===== config.mk =====
export PLATFORM = sky130hd
export DESIGN_NAME = lsam_top
export DESIGN_NICKNAME = d
export VERILOG_FILES = /design/src/design/lsam_pkg.sv /design/src/design/lsam_break_timer.sv /design/src/design/lsam_top.sv
export SDC_FILE = /design/constraint.sdc
export NUM_CORES = 1
export LEC_CHECK = 0
export BUFFER_PORTS_ARGS = -buffer_cell sky130_fd_sc_hd__buf_2
export CAP_MARGIN = 5
export CORE_MARGIN = 8
export CORE_UTILIZATION = 50
export DETAILED_ROUTE_END_ITERATION = 10
export PLACE_DENSITY = 0.81
export SLEW_MARGIN = 0
export SYNTH_ARGS = -nofsm -noshare
export SYNTH_HDL_FRONTEND = slang
export SYNTH_HIERARCHICAL = 1
export SYNTH_SLANG_ARGS = --single-unit
export TNS_END_PERCENT = 100

===== constraint.sdc =====
create_clock -name clk -period 3.6 [get_ports clk]
set_input_delay 0.36 -clock clk [delete_from_list [all_inputs] [get_ports clk]]
set_output_delay 0.36 -clock clk [all_outputs]
set_load 0.02 [all_outputs]

===== src/design/lsam_pkg.sv =====
// constants and types shared by the lin state and address match block
package lsam_pkg;
  // register indexes; byte address is four times the index
  localparam logic [11:0] IDX_LIN_CTRL  = 12'hF43;
  localparam logic [11:0] IDX_ADDR_CMP  = 12'hF45;
  localparam logic [11:0] IDX_CFG       = 12'hF50;
  localparam logic [11:0] IDX_IRQ_STAT  = 12'hF51;
  localparam logic [11:0] IDX_IRQ_MASK  = 12'hF52;
  localparam logic [11:0] IDX_BREAK_CMD = 12'hF53;

  // lin control fields
  localparam int unsigned CTL_MST_BIT   = 7;
  localparam int unsigned CTL_SLV_BIT   = 6;
  localparam int unsigned CTL_ABEN_BIT  = 5;
  localparam int unsigned CTL_AUTOBAUD_IRQ_ENABLE_BIT = 4;
  localparam int unsigned CTL_STATE_LSB = 2;
  localparam int unsigned CTL_BRK_LSB   = 0;

  // configuration fields
  localparam int unsigned CFG_MULTINODE_ENABLE_BIT  = 0;
  localparam int unsigned CFG_PEN_BIT   = 1;
  localparam int unsigned CFG_MODE_LSB  = 2;
  localparam int unsigned CFG_CMP_BIT   = 3;
  localparam int unsigned CFG_MST_RO    = 4;
  localparam int unsigned CFG_SLV_RO    = 5;
  localparam int unsigned CFG_MATCH_RO  = 6;
  localparam int unsigned CFG_AVAIL_RO  = 7;

  // interrupt status and mask layout
  localparam int unsigned IRQ_W         = 4;
  localparam int unsigned IRQ_RX_BIT    = 0;
  localparam int unsigned IRQ_ABD_BIT   = 1;
  localparam int unsigned IRQ_BRK_BIT   = 2;
  localparam int unsigned IRQ_HWST_BIT  = 3;

  // break command register
  localparam int unsigned BRK_GO_BIT    = 0;

  // values after reset
  localparam logic [7:0]       LIN_CTRL_RST = 8'h00;
  localparam logic [7:0]       ADDR_CMP_RST = 8'h00;
  localparam logic [3:0]       CFG_RST      = 4'h0;
  localparam logic [IRQ_W-1:0] IRQ_MASK_RST = 4'h0;

  // break length is this many bit times plus the select value
  localparam int unsigned BRK_CNT_W     = 5;
  localparam logic [4:0]  BRK_BASE_BITS = 5'h0D;

  // ahb-lite
  localparam int unsigned HTRANS_ACT_BIT = 1;
  localparam logic [1:0]  HRESP_OKAY     = 2'h0;

  typedef enum logic [1:0] {
    LSAM_SLEEP,
    LSAM_WAIT_BREAK,
    LSAM_AUTOBAUD,
    LSAM_ACTIVE
  } lsam_state_type;
endpackage


===== src/design/lsam_break_timer.sv =====
// master break generator counting bit-time enable pulses
`timescale 1ns/10ps
`default_nettype none
module lsam_break_timer (
  // clock and reset
  input  wire logic                        clk,
  input  wire logic                        nrst,
  // control
  input  wire logic                        start,
  input  wire logic                        bit_tick,
  input  wire logic [1:0]                  length_sel,
  // status
  output logic                             break_low,
  output logic                             done
);
  import lsam_pkg::*;

  logic [BRK_CNT_W-1:0] count;
  logic [BRK_CNT_W-1:0] target;
  logic [BRK_CNT_W-1:0] next_target;
  logic                 last_bit;

  // 13 + select gives 13, 14, 15 or 16 bit times
  assign next_target = BRK_BASE_BITS + {3'h0, length_sel};
  assign last_bit    = break_low && bit_tick && (count == target - 5'h01);

  // first bit time may be partial: start is not aligned to the tick
  always_ff @(posedge clk or negedge nrst) begin
    if (!nrst) begin
      break_low <= 1'b0;
      done      <= 1'b0;
      count     <= '0;
      target    <= BRK_BASE_BITS;
    end else begin
      done <= last_bit;
      if (start && !break_low) begin
        break_low <= 1'b1;
        count     <= '0;
        target    <= next_target;
      end else if (last_bit) begin
        break_low <= 1'b0;
      end else if (break_low && bit_tick) begin
        count <= count + 5'h01;
      end
    end
  end
endmodule
`default_nettype wire


===== src/design/lsam_top.sv =====
// lin state machine, break length select and multinode address filter
`timescale 1ns/10ps
`default_nettype none
module lsam_top (
  // clock and reset
  input  wire logic                        clk,
  input  wire logic                        nrst,
  // ahb-lite slave
  input  wire logic                        hsel,
  input  wire logic [31:0]                 haddr,
  input  wire logic [1:0]                  htrans,
  input  wire logic                        hwrite,
  input  wire logic [2:0]                  hsize,
  input  wire logic [31:0]                 hwdata,
  input  wire logic                        hready,
  output logic [31:0]                      hrdata,
  output logic                             hreadyout,
  output logic [1:0]                       hresp,
  // from the rest of the unit
  input  wire logic                        bit_tick,
  input  wire logic                        break_detected,
  input  wire logic                        autobaud_char_done,
  input  wire logic                        rx_byte_valid,
  input  wire logic                        rx_byte_is_address,
  input  wire logic [7:0]                  rx_byte_data,
  input  wire logic                        rx_byte_taken,
  // to the rest of the unit
  output logic [1:0]                       bus_state_field,
  output logic                             master_mode_active,
  output logic                             slave_mode_active,
  output logic                             autobaud_active,
  output logic                             tx_break_low,
  output logic                             rx_byte_available,
  output logic                             rx_irq,
  output logic                             autobaud_done_flag,
  output logic                             irq
);
  import lsam_pkg::*;

  // bus data phase
  logic        dp_valid;
  logic        dp_write;
  logic        dp_map;
  logic [11:0] dp_idx;
  logic        rd_wait;
  logic        take;
  logic        wr_en;
  logic        rd_stall;

  // registers
  logic                 master_role_select;
  logic                 slave_role_select;
  logic                 autobaud_enable;
  logic                 autobaud_irq_enable;
  logic [1:0]           break_duration_select;
  lsam_state_type       state;
  lsam_state_type       next_state;
  logic [7:0]           node_address_compare;
  logic                 multinode_enable;
  logic                 parity_enable;
  logic [1:0]           multinode_mode_field;
  logic [IRQ_W-1:0]     irq_stat;
  logic [IRQ_W-1:0]     irq_mask;
  logic [IRQ_W-1:0]     irq_events;
  logic [IRQ_W-1:0]     irq_clear;
  logic                 addr_matched;
  logic                 next_rx_byte_available;
  logic                 next_rx_irq;
  logic [IRQ_W-1:0]     next_irq_stat;

  // decode and events
  logic        wr_ctrl;
  logic        wr_addr;
  logic        wr_cfg;
  logic        wr_stat;
  logic        wr_mask;
  logic        wr_brk;
  logic        sel_ctrl;
  logic        sel_addr;
  logic        sel_cfg;
  logic        sel_stat;
  logic        sel_mask;
  logic [7:0]  ctrl_value;
  logic [7:0]  cfg_value;
  logic [31:0] rd_data;
  logic        st_sleep;
  logic        st_wait;
  logic        st_autobaud;
  logic        st_active;
  logic        hw_break_step;
  logic        hw_baud_step;
  logic        hw_step;
  logic        abd_event;
  logic        cmp_on;
  logic        addr_hit;
  logic        deliver;
  logic        brk_start;
  logic        brk_done;

  // ---------------- ahb-lite slave ----------------
  assign take      = hsel && htrans[HTRANS_ACT_BIT] && hready;
  assign rd_stall  = dp_valid && !dp_write && rd_wait;
  // one wait state on reads so a write just before is seen
  assign hreadyout = !rd_stall;
  assign hresp     = HRESP_OKAY;
  assign wr_en     = dp_valid && dp_write && dp_map;

  always_ff @(posedge clk or negedge nrst) begin
    if (!nrst) begin
      dp_valid <= 1'b0;
      dp_write <= 1'b0;
      dp_map   <= 1'b0;
      dp_idx   <= '0;
      rd_wait  <= 1'b0;
    end else if (take) begin
      dp_valid <= 1'b1;
      dp_write <= hwrite;
      dp_map   <= (haddr[31:14] == 18'h00000);
      dp_idx   <= haddr[13:2];
      rd_wait  <= !hwrite;
    end else if (rd_stall) begin
      rd_wait  <= 1'b0;
    end else begin
      dp_valid <= 1'b0;
    end
  end

  always_ff @(posedge clk or negedge nrst) begin
    if (!nrst) begin
      hrdata <= 32'h00000000;
    end else if (rd_stall) begin
      hrdata <= rd_data;
    end
  end

  assign wr_ctrl = wr_en && (dp_idx == IDX_LIN_CTRL);
  assign wr_addr = wr_en && (dp_idx == IDX_ADDR_CMP);
  assign wr_cfg  = wr_en && (dp_idx == IDX_CFG);
  assign wr_stat = wr_en && (dp_idx == IDX_IRQ_STAT);
  assign wr_mask = wr_en && (dp_idx == IDX_IRQ_MASK);
  assign wr_brk  = wr_en && (dp_idx == IDX_BREAK_CMD);

  assign sel_ctrl = dp_map && (dp_idx == IDX_LIN_CTRL);
  assign sel_addr = dp_map && (dp_idx == IDX_ADDR_CMP);
  assign sel_cfg  = dp_map && (dp_idx == IDX_CFG);
  assign sel_stat = dp_map && (dp_idx == IDX_IRQ_STAT);
  assign sel_mask = dp_map && (dp_idx == IDX_IRQ_MASK);

  // state field reads back the live state, hardware moves included
  assign ctrl_value = {master_role_select, slave_role_select, autobaud_enable,
                       autobaud_irq_enable, state, break_duration_select};
  assign cfg_value  = {rx_byte_available, addr_matched, slave_mode_active,
                       master_mode_active, multinode_mode_field,
                       parity_enable, multinode_enable};

  // unmapped and write-only addresses read as zero
  assign rd_data = ({32{sel_ctrl}} & {24'h000000, ctrl_value})
                 | ({32{sel_addr}} & {24'h000000, node_address_compare})
                 | ({32{sel_cfg}}  & {24'h000000, cfg_value})
                 | ({32{sel_stat}} & {28'h0000000, irq_stat})
                 | ({32{sel_mask}} & {28'h0000000, irq_mask});

  // ---------------- control and configuration ----------------
  always_ff @(posedge clk or negedge nrst) begin
    if (!nrst) begin
      master_role_select    <= LIN_CTRL_RST[CTL_MST_BIT];
      slave_role_select     <= LIN_CTRL_RST[CTL_SLV_BIT];
      autobaud_enable       <= LIN_CTRL_RST[CTL_ABEN_BIT];
      autobaud_irq_enable   <= LIN_CTRL_RST[CTL_AUTOBAUD_IRQ_ENABLE_BIT];
      break_duration_select <= LIN_CTRL_RST[CTL_BRK_LSB +: 2];
    end else if (wr_ctrl) begin
      master_role_select    <= hwdata[CTL_MST_BIT];
      slave_role_select     <= hwdata[CTL_SLV_BIT];
      autobaud_enable       <= hwdata[CTL_ABEN_BIT];
      autobaud_irq_enable   <= hwdata[CTL_AUTOBAUD_IRQ_ENABLE_BIT];
      break_duration_select <= hwdata[CTL_BRK_LSB +: 2];
    end
  end

  always_ff @(posedge clk or negedge nrst) begin
    if (!nrst) begin
      node_address_compare <= ADDR_CMP_RST;
    end else if (wr_addr) begin
      node_address_compare <= hwdata[7:0];
    end
  end

  always_ff @(posedge clk or negedge nrst) begin
    if (!nrst) begin
      multinode_enable     <= CFG_RST[CFG_MULTINODE_ENABLE_BIT];
      parity_enable        <= CFG_RST[CFG_PEN_BIT];
      multinode_mode_field <= CFG_RST[CFG_MODE_LSB +: 2];
    end else if (wr_cfg) begin
      multinode_enable     <= hwdata[CFG_MULTINODE_ENABLE_BIT];
      parity_enable        <= hwdata[CFG_PEN_BIT];
      multinode_mode_field <= hwdata[CFG_MODE_LSB +: 2];
    end
  end

  // both role bits set selects neither role
  assign master_mode_active = master_role_select && !multinode_enable
                           && !parity_enable && !slave_role_select;
  assign slave_mode_active  = slave_role_select && !multinode_enable
                           && !parity_enable && !master_role_select;

  // ---------------- lin state machine ----------------
  assign st_sleep    = (state == LSAM_SLEEP);
  assign st_active   = (state == LSAM_ACTIVE);
  // wait and autobaud only act for a slave
  assign st_wait     = slave_mode_active && (state == LSAM_WAIT_BREAK);
  assign st_autobaud = slave_mode_active && (state == LSAM_AUTOBAUD);
  assign autobaud_active = st_autobaud && autobaud_enable;
  assign bus_state_field = state;

  // master mode has no hardware moves at all
  assign hw_break_step = st_wait && break_detected;
  assign hw_baud_step  = st_autobaud && autobaud_char_done;
  assign hw_step       = (hw_break_step || hw_baud_step) && !wr_ctrl;

  always_comb begin
    next_state = state;
    unique case (state)
      LSAM_WAIT_BREAK: begin
        // without autobaud the break leads straight to active
        if (hw_break_step) begin
          next_state = autobaud_enable ? LSAM_AUTOBAUD : LSAM_ACTIVE;
        end
      end
      LSAM_AUTOBAUD: begin
        if (hw_baud_step) begin
          next_state = LSAM_ACTIVE;
        end
      end
      LSAM_SLEEP,
      LSAM_ACTIVE: begin
        next_state = state;
      end
    endcase
    // software forces any state at any time and wins over hardware
    if (wr_ctrl) begin
      next_state = lsam_state_type'(hwdata[CTL_STATE_LSB +: 2]);
    end
  end

  always_ff @(posedge clk or negedge nrst) begin
    if (!nrst) begin
      state <= LSAM_SLEEP;
    end else begin
      state <= next_state;
    end
  end

  // ---------------- master break ----------------
  assign brk_start = wr_brk && hwdata[BRK_GO_BIT] && master_mode_active && st_active;

  lsam_break_timer u_break (
    .clk        (clk),
    .nrst       (nrst),
    .start      (brk_start),
    .bit_tick   (bit_tick),
    .length_sel (break_duration_select),
    .break_low  (tx_break_low),
    .done       (brk_done)
  );

  // ---------------- address filter and receive events ----------------
  assign cmp_on   = multinode_mode_field[1];
  assign addr_hit = (rx_byte_data == node_address_compare);
  // matching address byte itself is delivered too
  assign deliver  = rx_byte_valid && (!cmp_on
                  || (rx_byte_is_address ? addr_hit : addr_matched));
  assign abd_event = hw_baud_step && autobaud_irq_enable;

  always_ff @(posedge clk or negedge nrst) begin
    if (!nrst) begin
      addr_matched <= 1'b0;
    end else if (rx_byte_valid && rx_byte_is_address && cmp_on) begin
      addr_matched <= addr_hit;
    end
  end

  // set beats the take pulse so no byte is lost
  assign next_rx_byte_available = deliver || (rx_byte_available && !rx_byte_taken);
  assign next_rx_irq            = deliver || abd_event;

  always_ff @(posedge clk or negedge nrst) begin
    if (!nrst) begin
      rx_byte_available <= 1'b0;
      rx_irq            <= 1'b0;
    end else begin
      rx_byte_available <= next_rx_byte_available;
      rx_irq            <= next_rx_irq;
    end
  end

  // ---------------- interrupt status and mask ----------------
  assign irq_events[IRQ_RX_BIT]   = deliver;
  assign irq_events[IRQ_ABD_BIT]  = abd_event;
  assign irq_events[IRQ_BRK_BIT]  = brk_done;
  assign irq_events[IRQ_HWST_BIT] = hw_step;
  assign irq_clear = wr_stat ? hwdata[IRQ_W-1:0] : '0;
  // an event beats a clear written in the same cycle
  assign next_irq_stat = (irq_stat & ~irq_clear) | irq_events;

  always_ff @(posedge clk or negedge nrst) begin
    if (!nrst) begin
      irq_stat <= '0;
      irq_mask <= IRQ_MASK_RST;
    end else begin
      irq_stat <= next_irq_stat;
      if (wr_mask) begin
        irq_mask <= hwdata[IRQ_W-1:0];
      end
    end
  end

  assign autobaud_done_flag = irq_stat[IRQ_ABD_BIT];
  assign irq = |(irq_stat & irq_mask);
endmodule
`default_nettype wire


### Word level (Yosys, flattened, before mapping)

Index checks and enable logic that the tools add are counted.

* flip-flop bits (word level): 91
* bits in latches: 0
* memory bits (writable): 0
* ROM bits: 0
* bits of input ports: 88
* output and inout port bits: 45
* logic and storage cells: 137
* memories kept: 0

* add/sub/neg operators: 3
* $mul: 0
* div/mod/pow operators: 0
* magnitude comparators: 0
* eq/ne operators: 16
* shift-type cells: 0
* muxes and demuxes: 16
* bitwise operators: 13
* reductions and logical operators: 64

Operators with widths (number)
* $or 32x32->32: 4
* $and 32x8->32: 3
* $eq 12x12->1 const B: 6
* $and 32x4->32: 2
* $logic_and 1x1->1: 40
* $logic_not 18->1: 1
* $mux 5: 3
* $logic_not 1->1: 11
* $and 4x4->4: 2
* $eq 8x8->1: 1
* $mux 1: 8
* $mux 2: 3
* $ne 2x2->1 const B: 3
* $ne 3x3->1 const B: 2
* $reduce_bool 2->1: 3
* $add 4x2->5 const A: 1
* $add 5x1->5 const B: 1
* $eq 5x5->1: 1
* $sub 5x1->5 const B: 1
* $eq 2x2->1 const B: 2
* $logic_or 1x1->1: 4
* $mux 4: 1
* $not 4->4: 1
* $or 4x4->4: 1
* other kinds (7): 7

### Longest topological paths before layout

* depth after elaboration: 9
* mapped depth: 8
* gate-level depth less buffers: 8

### Modules after synthesis

The synthesis kept the hierarchy.

By module, submodules not included
* lsam_top: instances 1, cells an instance 263, area each 2971.6 um^2, seq. area each 1376.3 um^2
* lsam_break_timer: instances 1, cells an instance 60, area each 648.1 um^2, seq. area each 277.8 um^2

### Worst setup path before layout

No wires, ideal clock.

* kind: reg-to-reg
* start point: register multinode_enable
* end point: register u_break.target[4]
* setup time: 125 ps
* data arrival time: 2409 ps
* required time: 3475 ps
* setup slack: 1066 ps
* cell stages (with the launch flop): 7
* buffers on the path: 1
* clock period less this slack: 2534 ps
* cell sequence: dfrtp_1 -> nor4b_1 -> nand4_1 -> nor3_1 -> nor2b_1 -> clkbuf_1 -> mux2_2

* longest elaborated chain between the ends: 7

RTL lines
* start, declared: RTL line lsam_top.sv:59 `logic multinode_enable;`
* start signal, assigned: RTL line lsam_top.sv:190 `multinode_enable <= CFG_RST[CFG_MULTINODE_ENABLE_BIT];`
* start signal, assigned: RTL line lsam_top.sv:194 `multinode_enable <= hwdata[CFG_MULTINODE_ENABLE_BIT];`
* $logic_not 1->1: RTL line lsam_top.sv:201 `assign master_mode_active = master_role_select && !multinode_enable`
* $logic_and 1x1->1: RTL line lsam_top.sv:201
* $logic_and 1x1->1 (2 in a row): RTL line lsam_top.sv:202 `&& !parity_enable && !slave_role_select;`
* net master_mode_active: RTL line lsam_top.sv:29 `output logic master_mode_active,`
* $logic_and 1x1->1 (2 in a row): RTL line lsam_top.sv:254 `assign brk_start = wr_brk && hwdata[BRK_GO_BIT] && master_mode_active && st_active;`
* net brk_start: RTL line lsam_top.sv:97 `logic brk_start;`
* $logic_and 1x1->1: RTL line lsam_break_timer.sv:36 `if (start && !break_low) begin`
* end signal, assigned: RTL line lsam_break_timer.sv:39 `target <= next_target;`
* end, declared: RTL line lsam_break_timer.sv:19 `logic [BRK_CNT_W-1:0] target;`

The timed path passes the listed nets, and every way through them passes these cells.
A chain may end at the register's enable or synchronous reset.

### Final worst setup path

* start point: register u_break.target[0]
* end point: register u_break.count[1]

* longest elaborated chain between the ends: 5

RTL lines
* $sub 5x1->5: RTL line lsam_break_timer.sv:25 `assign last_bit = break_low && bit_tick && (count == target - 5'h01);`
* $eq 5x5->1: RTL line lsam_break_timer.sv:25
* $logic_and 1x1->1: RTL line lsam_break_timer.sv:25
* $ne 2x2->1 (no line)
* $reduce_and 2->1 (no line)
* end signal, assigned: RTL line lsam_break_timer.sv:43 `count <= count + 5'h01;`
* end, declared: RTL line lsam_break_timer.sv:18 `logic [BRK_CNT_W-1:0] count;`

No other way between the ends.

==> qor.txt <==
Pre-Repair DR Iteration Count = 5
Overall Global Routing Usage = 0.173
Die height = 101 um
Vias in the first global route = 2853
Diodes inserted = 0
Post-synth EDFFs = 0
Finished Core Util = 0.587
Initial core utilization = 0.507
TritonCTS clock tree = done
Routability congestion estimate = 0.823
Post-synth top area cell = dfrtp_1
Status = finished, final reports clean
Power per cell area = 453 nW/um2
Hpwl dp = 6.64 mm
CTS resizes = 0
Critical path depth = 8
Multi-input gate area = 1770 um2
Initial DRC count = 131
Clk Tree Root Cell = clkbuf_8
Post-Synthesis Cells = 323
Max Buffers Root-to-Sink = 2
Total core area = 7140 um2
CP Capture Type = register
Reg2Reg Setup Slack = 0.95 ns
Crit. Startpoint = u_break/target[0]$_DFFE_PN1P_
Worst Setup Start Kind = register
Share of flip-flops with an asynchronous set or reset = 1.00
Via/cell ratio = 5.39
Largest net degree at the start of global routing = 25
Skew final = 0.00983 ns
H-tree levels = 3
Worst-margin pin slew = 0.928 ns
Sequential fraction of the synthesis area = 0.457
Remaining antenna violation count after routing = 0
Inst Count DP = 490
Wirelength per Cell = 17.1 um
Tcrit/Tclk final = 0.737
Die W = 101 um
Max Cap Violations = 0
First-pass GRT wire length = 13.9 mm
Clock slew at reported path FFs = 0.07 ns
RR Endpoint = u_break/count[1]$_DFFE_PN0P_
Via count = 2728
Most common cell in the netlist = dfrtp_1
Synth area leaders = dfrtp_1, mux2_2, buf_4, ha_1, xor2_1
Crit path max-delay family = compound AO/OA/AOI/OAI gates
Slowest cell delay on critical path = 0.59 ns
Area Overhead vs Synth = 15.8%
Top-area cell type share of the netlist area = 0.442
Crit path buf inv count = 1
Most common cell on crit path = ha_1
TritonCTS Buffers = 9
I/O Pins = 133
Fin nets = 498
Crit path arrival time = 2.88 ns
Setup_tns = 0 ns
Final Power = 0.00190 W
Post-synth top flop = dfrtp_1
Max_slew headroom = 0.376
FF/Latch Area = 1650 um2
Filler cells = 623
Grt total ovfl = 0
Yosys Warn Count = 6
Endpoints failing hold = 0
Worst-path fanout max = 4
Non-Filler Instances = 506
DR DRC count = 0
Worst-path cell chain = inv_1 > ha_1 > ha_1 > xnor2_1 > or4_4 > o31ai_1 > o22ai_1 > a22o_1
Die ar. = 10200 um2
Clock insertion delay at the later pin of the skew report = 0.34 ns
Syn_area_per_cell = 11.2 um2
# Post-CTS Setup Buffers = 0
Clock tree sinks = 66
Hold Path Class = in -> reg
Leak = 2.02 nW
Fin. max-slew vios = 0
Crit path kind = reg -> reg
Synth Register Bits = 66
Design area = 4190 um2
IO Port Bufs = 76
Synth cell count leaders = dfrtp_1, mux2_2, buf_4
Reg2Reg Depth = 8
Reg2reg start = u_break/target[0]$_DFFE_PN1P_
Worst path slowest cell = or4_4
Final Critical Period = 2.65 ns
Cell Area, Placed = 4000 um2
CP required = 3.83 ns
WL final = 8.65 mm
Cell variety after synth = 53
Antenna violations before repair = 0
Setup violations, final = 0
Row count = 31
Crit path to = u_break/count[1]$_DFFE_PN0P_
Cell Area, Synth = 3620 um2
FMAX = 0.377 GHz
Share of layout cells above drive strength 1 = 0.354
Unrepaired setup endpoints after global routing = false
Worst IR Drop VDD = 0.218 mV
==> kinds of logic (layout without fill, tap and decap cells) <==
kind of cell	after synthesis	after routing	synth area share
simple gates	91	91	0.165
flops	66	66	0.457
xor+xnor	16	16	0.0387
compound gates	52	52	0.108
fa+ha+maj	7	7	0.0242
mux	41	41	0.126
buf+inv	49	108	0.0809
other cells	1	26	0.00104
==> metal layers <==
| layer | global-route usage | vias to the layer above | part of all wire |
|---|---|---|---|
| li1 | - | 1289 | - |
| met1 | 0.205 | 1326 | 0.40 |
| met5 | 0 | - | 0 |
| met2 | 0.293 | 101 | 0.50 |
| met3 | 0.0380 | 12 | 0.082 |
| met4 | 0.0745 | 0 | 0.018 |
==> worst min-delay path by stage <==
| stage | from | slack, ns | depth (start not counted) | endpoint |
|---|---|---|---|---|
| after floorplan | nrst | 0.06 | 0 | addr_matched$_DFFE_PN0P_ |
| after global placement | nrst | 0.35 | 1 | dp_idx[11]$_DFFE_PN0P_ |
| after detailed placement | nrst | 0.37 | 1 | dp_idx[11]$_DFFE_PN0P_ |
| after CTS | rx_byte_taken | 0.18 | 2 | rx_byte_available$_DFF_PN0_ |
| after global routing | rx_byte_taken | 0.18 | 2 | rx_byte_available$_DFF_PN0_ |
| final | rx_byte_taken | 0.20 | 2 | rx_byte_available$_DFF_PN0_ |
==> sequential cells by signal, summed over array words and instances (netlist names), 2 cells and up <==
name / count
hrdata: 8
u_break/target: 4
u_break/count: 5
break_duration_select: 2
multinode_mode_field: 2
irq_stat: 4
dp_idx: 12
bus_state_field: 2
irq_mask: 4
node_address_compare: 8
==> where the power goes <==
group          internal, W  total (W)  switching, W
Sequential        0.000827   0.000912     0.0000855
Clock             0.000336   0.000602      0.000266
Combinational     0.000157   0.000385      0.000228
==> cell usage in the layout (no fill, tap or decap), drive strengths merged, types with 10 or more instances in the layout <==
master and instances:
conb 26, dfrtp 64, nand2 18, mux2 36
inv 13, nand3 12, a21oi 14, nor2 15
clkbuf 13, nor4 10, buf 79
==> area by class of cell <==
cell class,count,area share
multi-input cells,233,0.421
flip-flops and latches,66,0.395
repair buffers,80,0.0985
clock buffers,13,0.0355
well taps,99,0.0295
inverters,13,0.0116
clock inverters,2,0.00895
==> timing repair <==
item,CTS,global route
endpoints found under the hold margin,21,0
hold buffers,1,0
setup endpoints to repair,0,0
==> stage by stage <==
| step | hold WS, ns | worst slack (ns) |
|---|---|---|
| finish | 0.196 | 0.947 |
| global route | 0.184 | 0.870 |
| CTS | 0.181 | 0.927 |
| detailed placement | 0.368 | 0.950 |
| global placement | 0.354 | 1.04 |
| floorplan | 0.0644 | 1.07 |
Power figures use the tool's default switching activity.
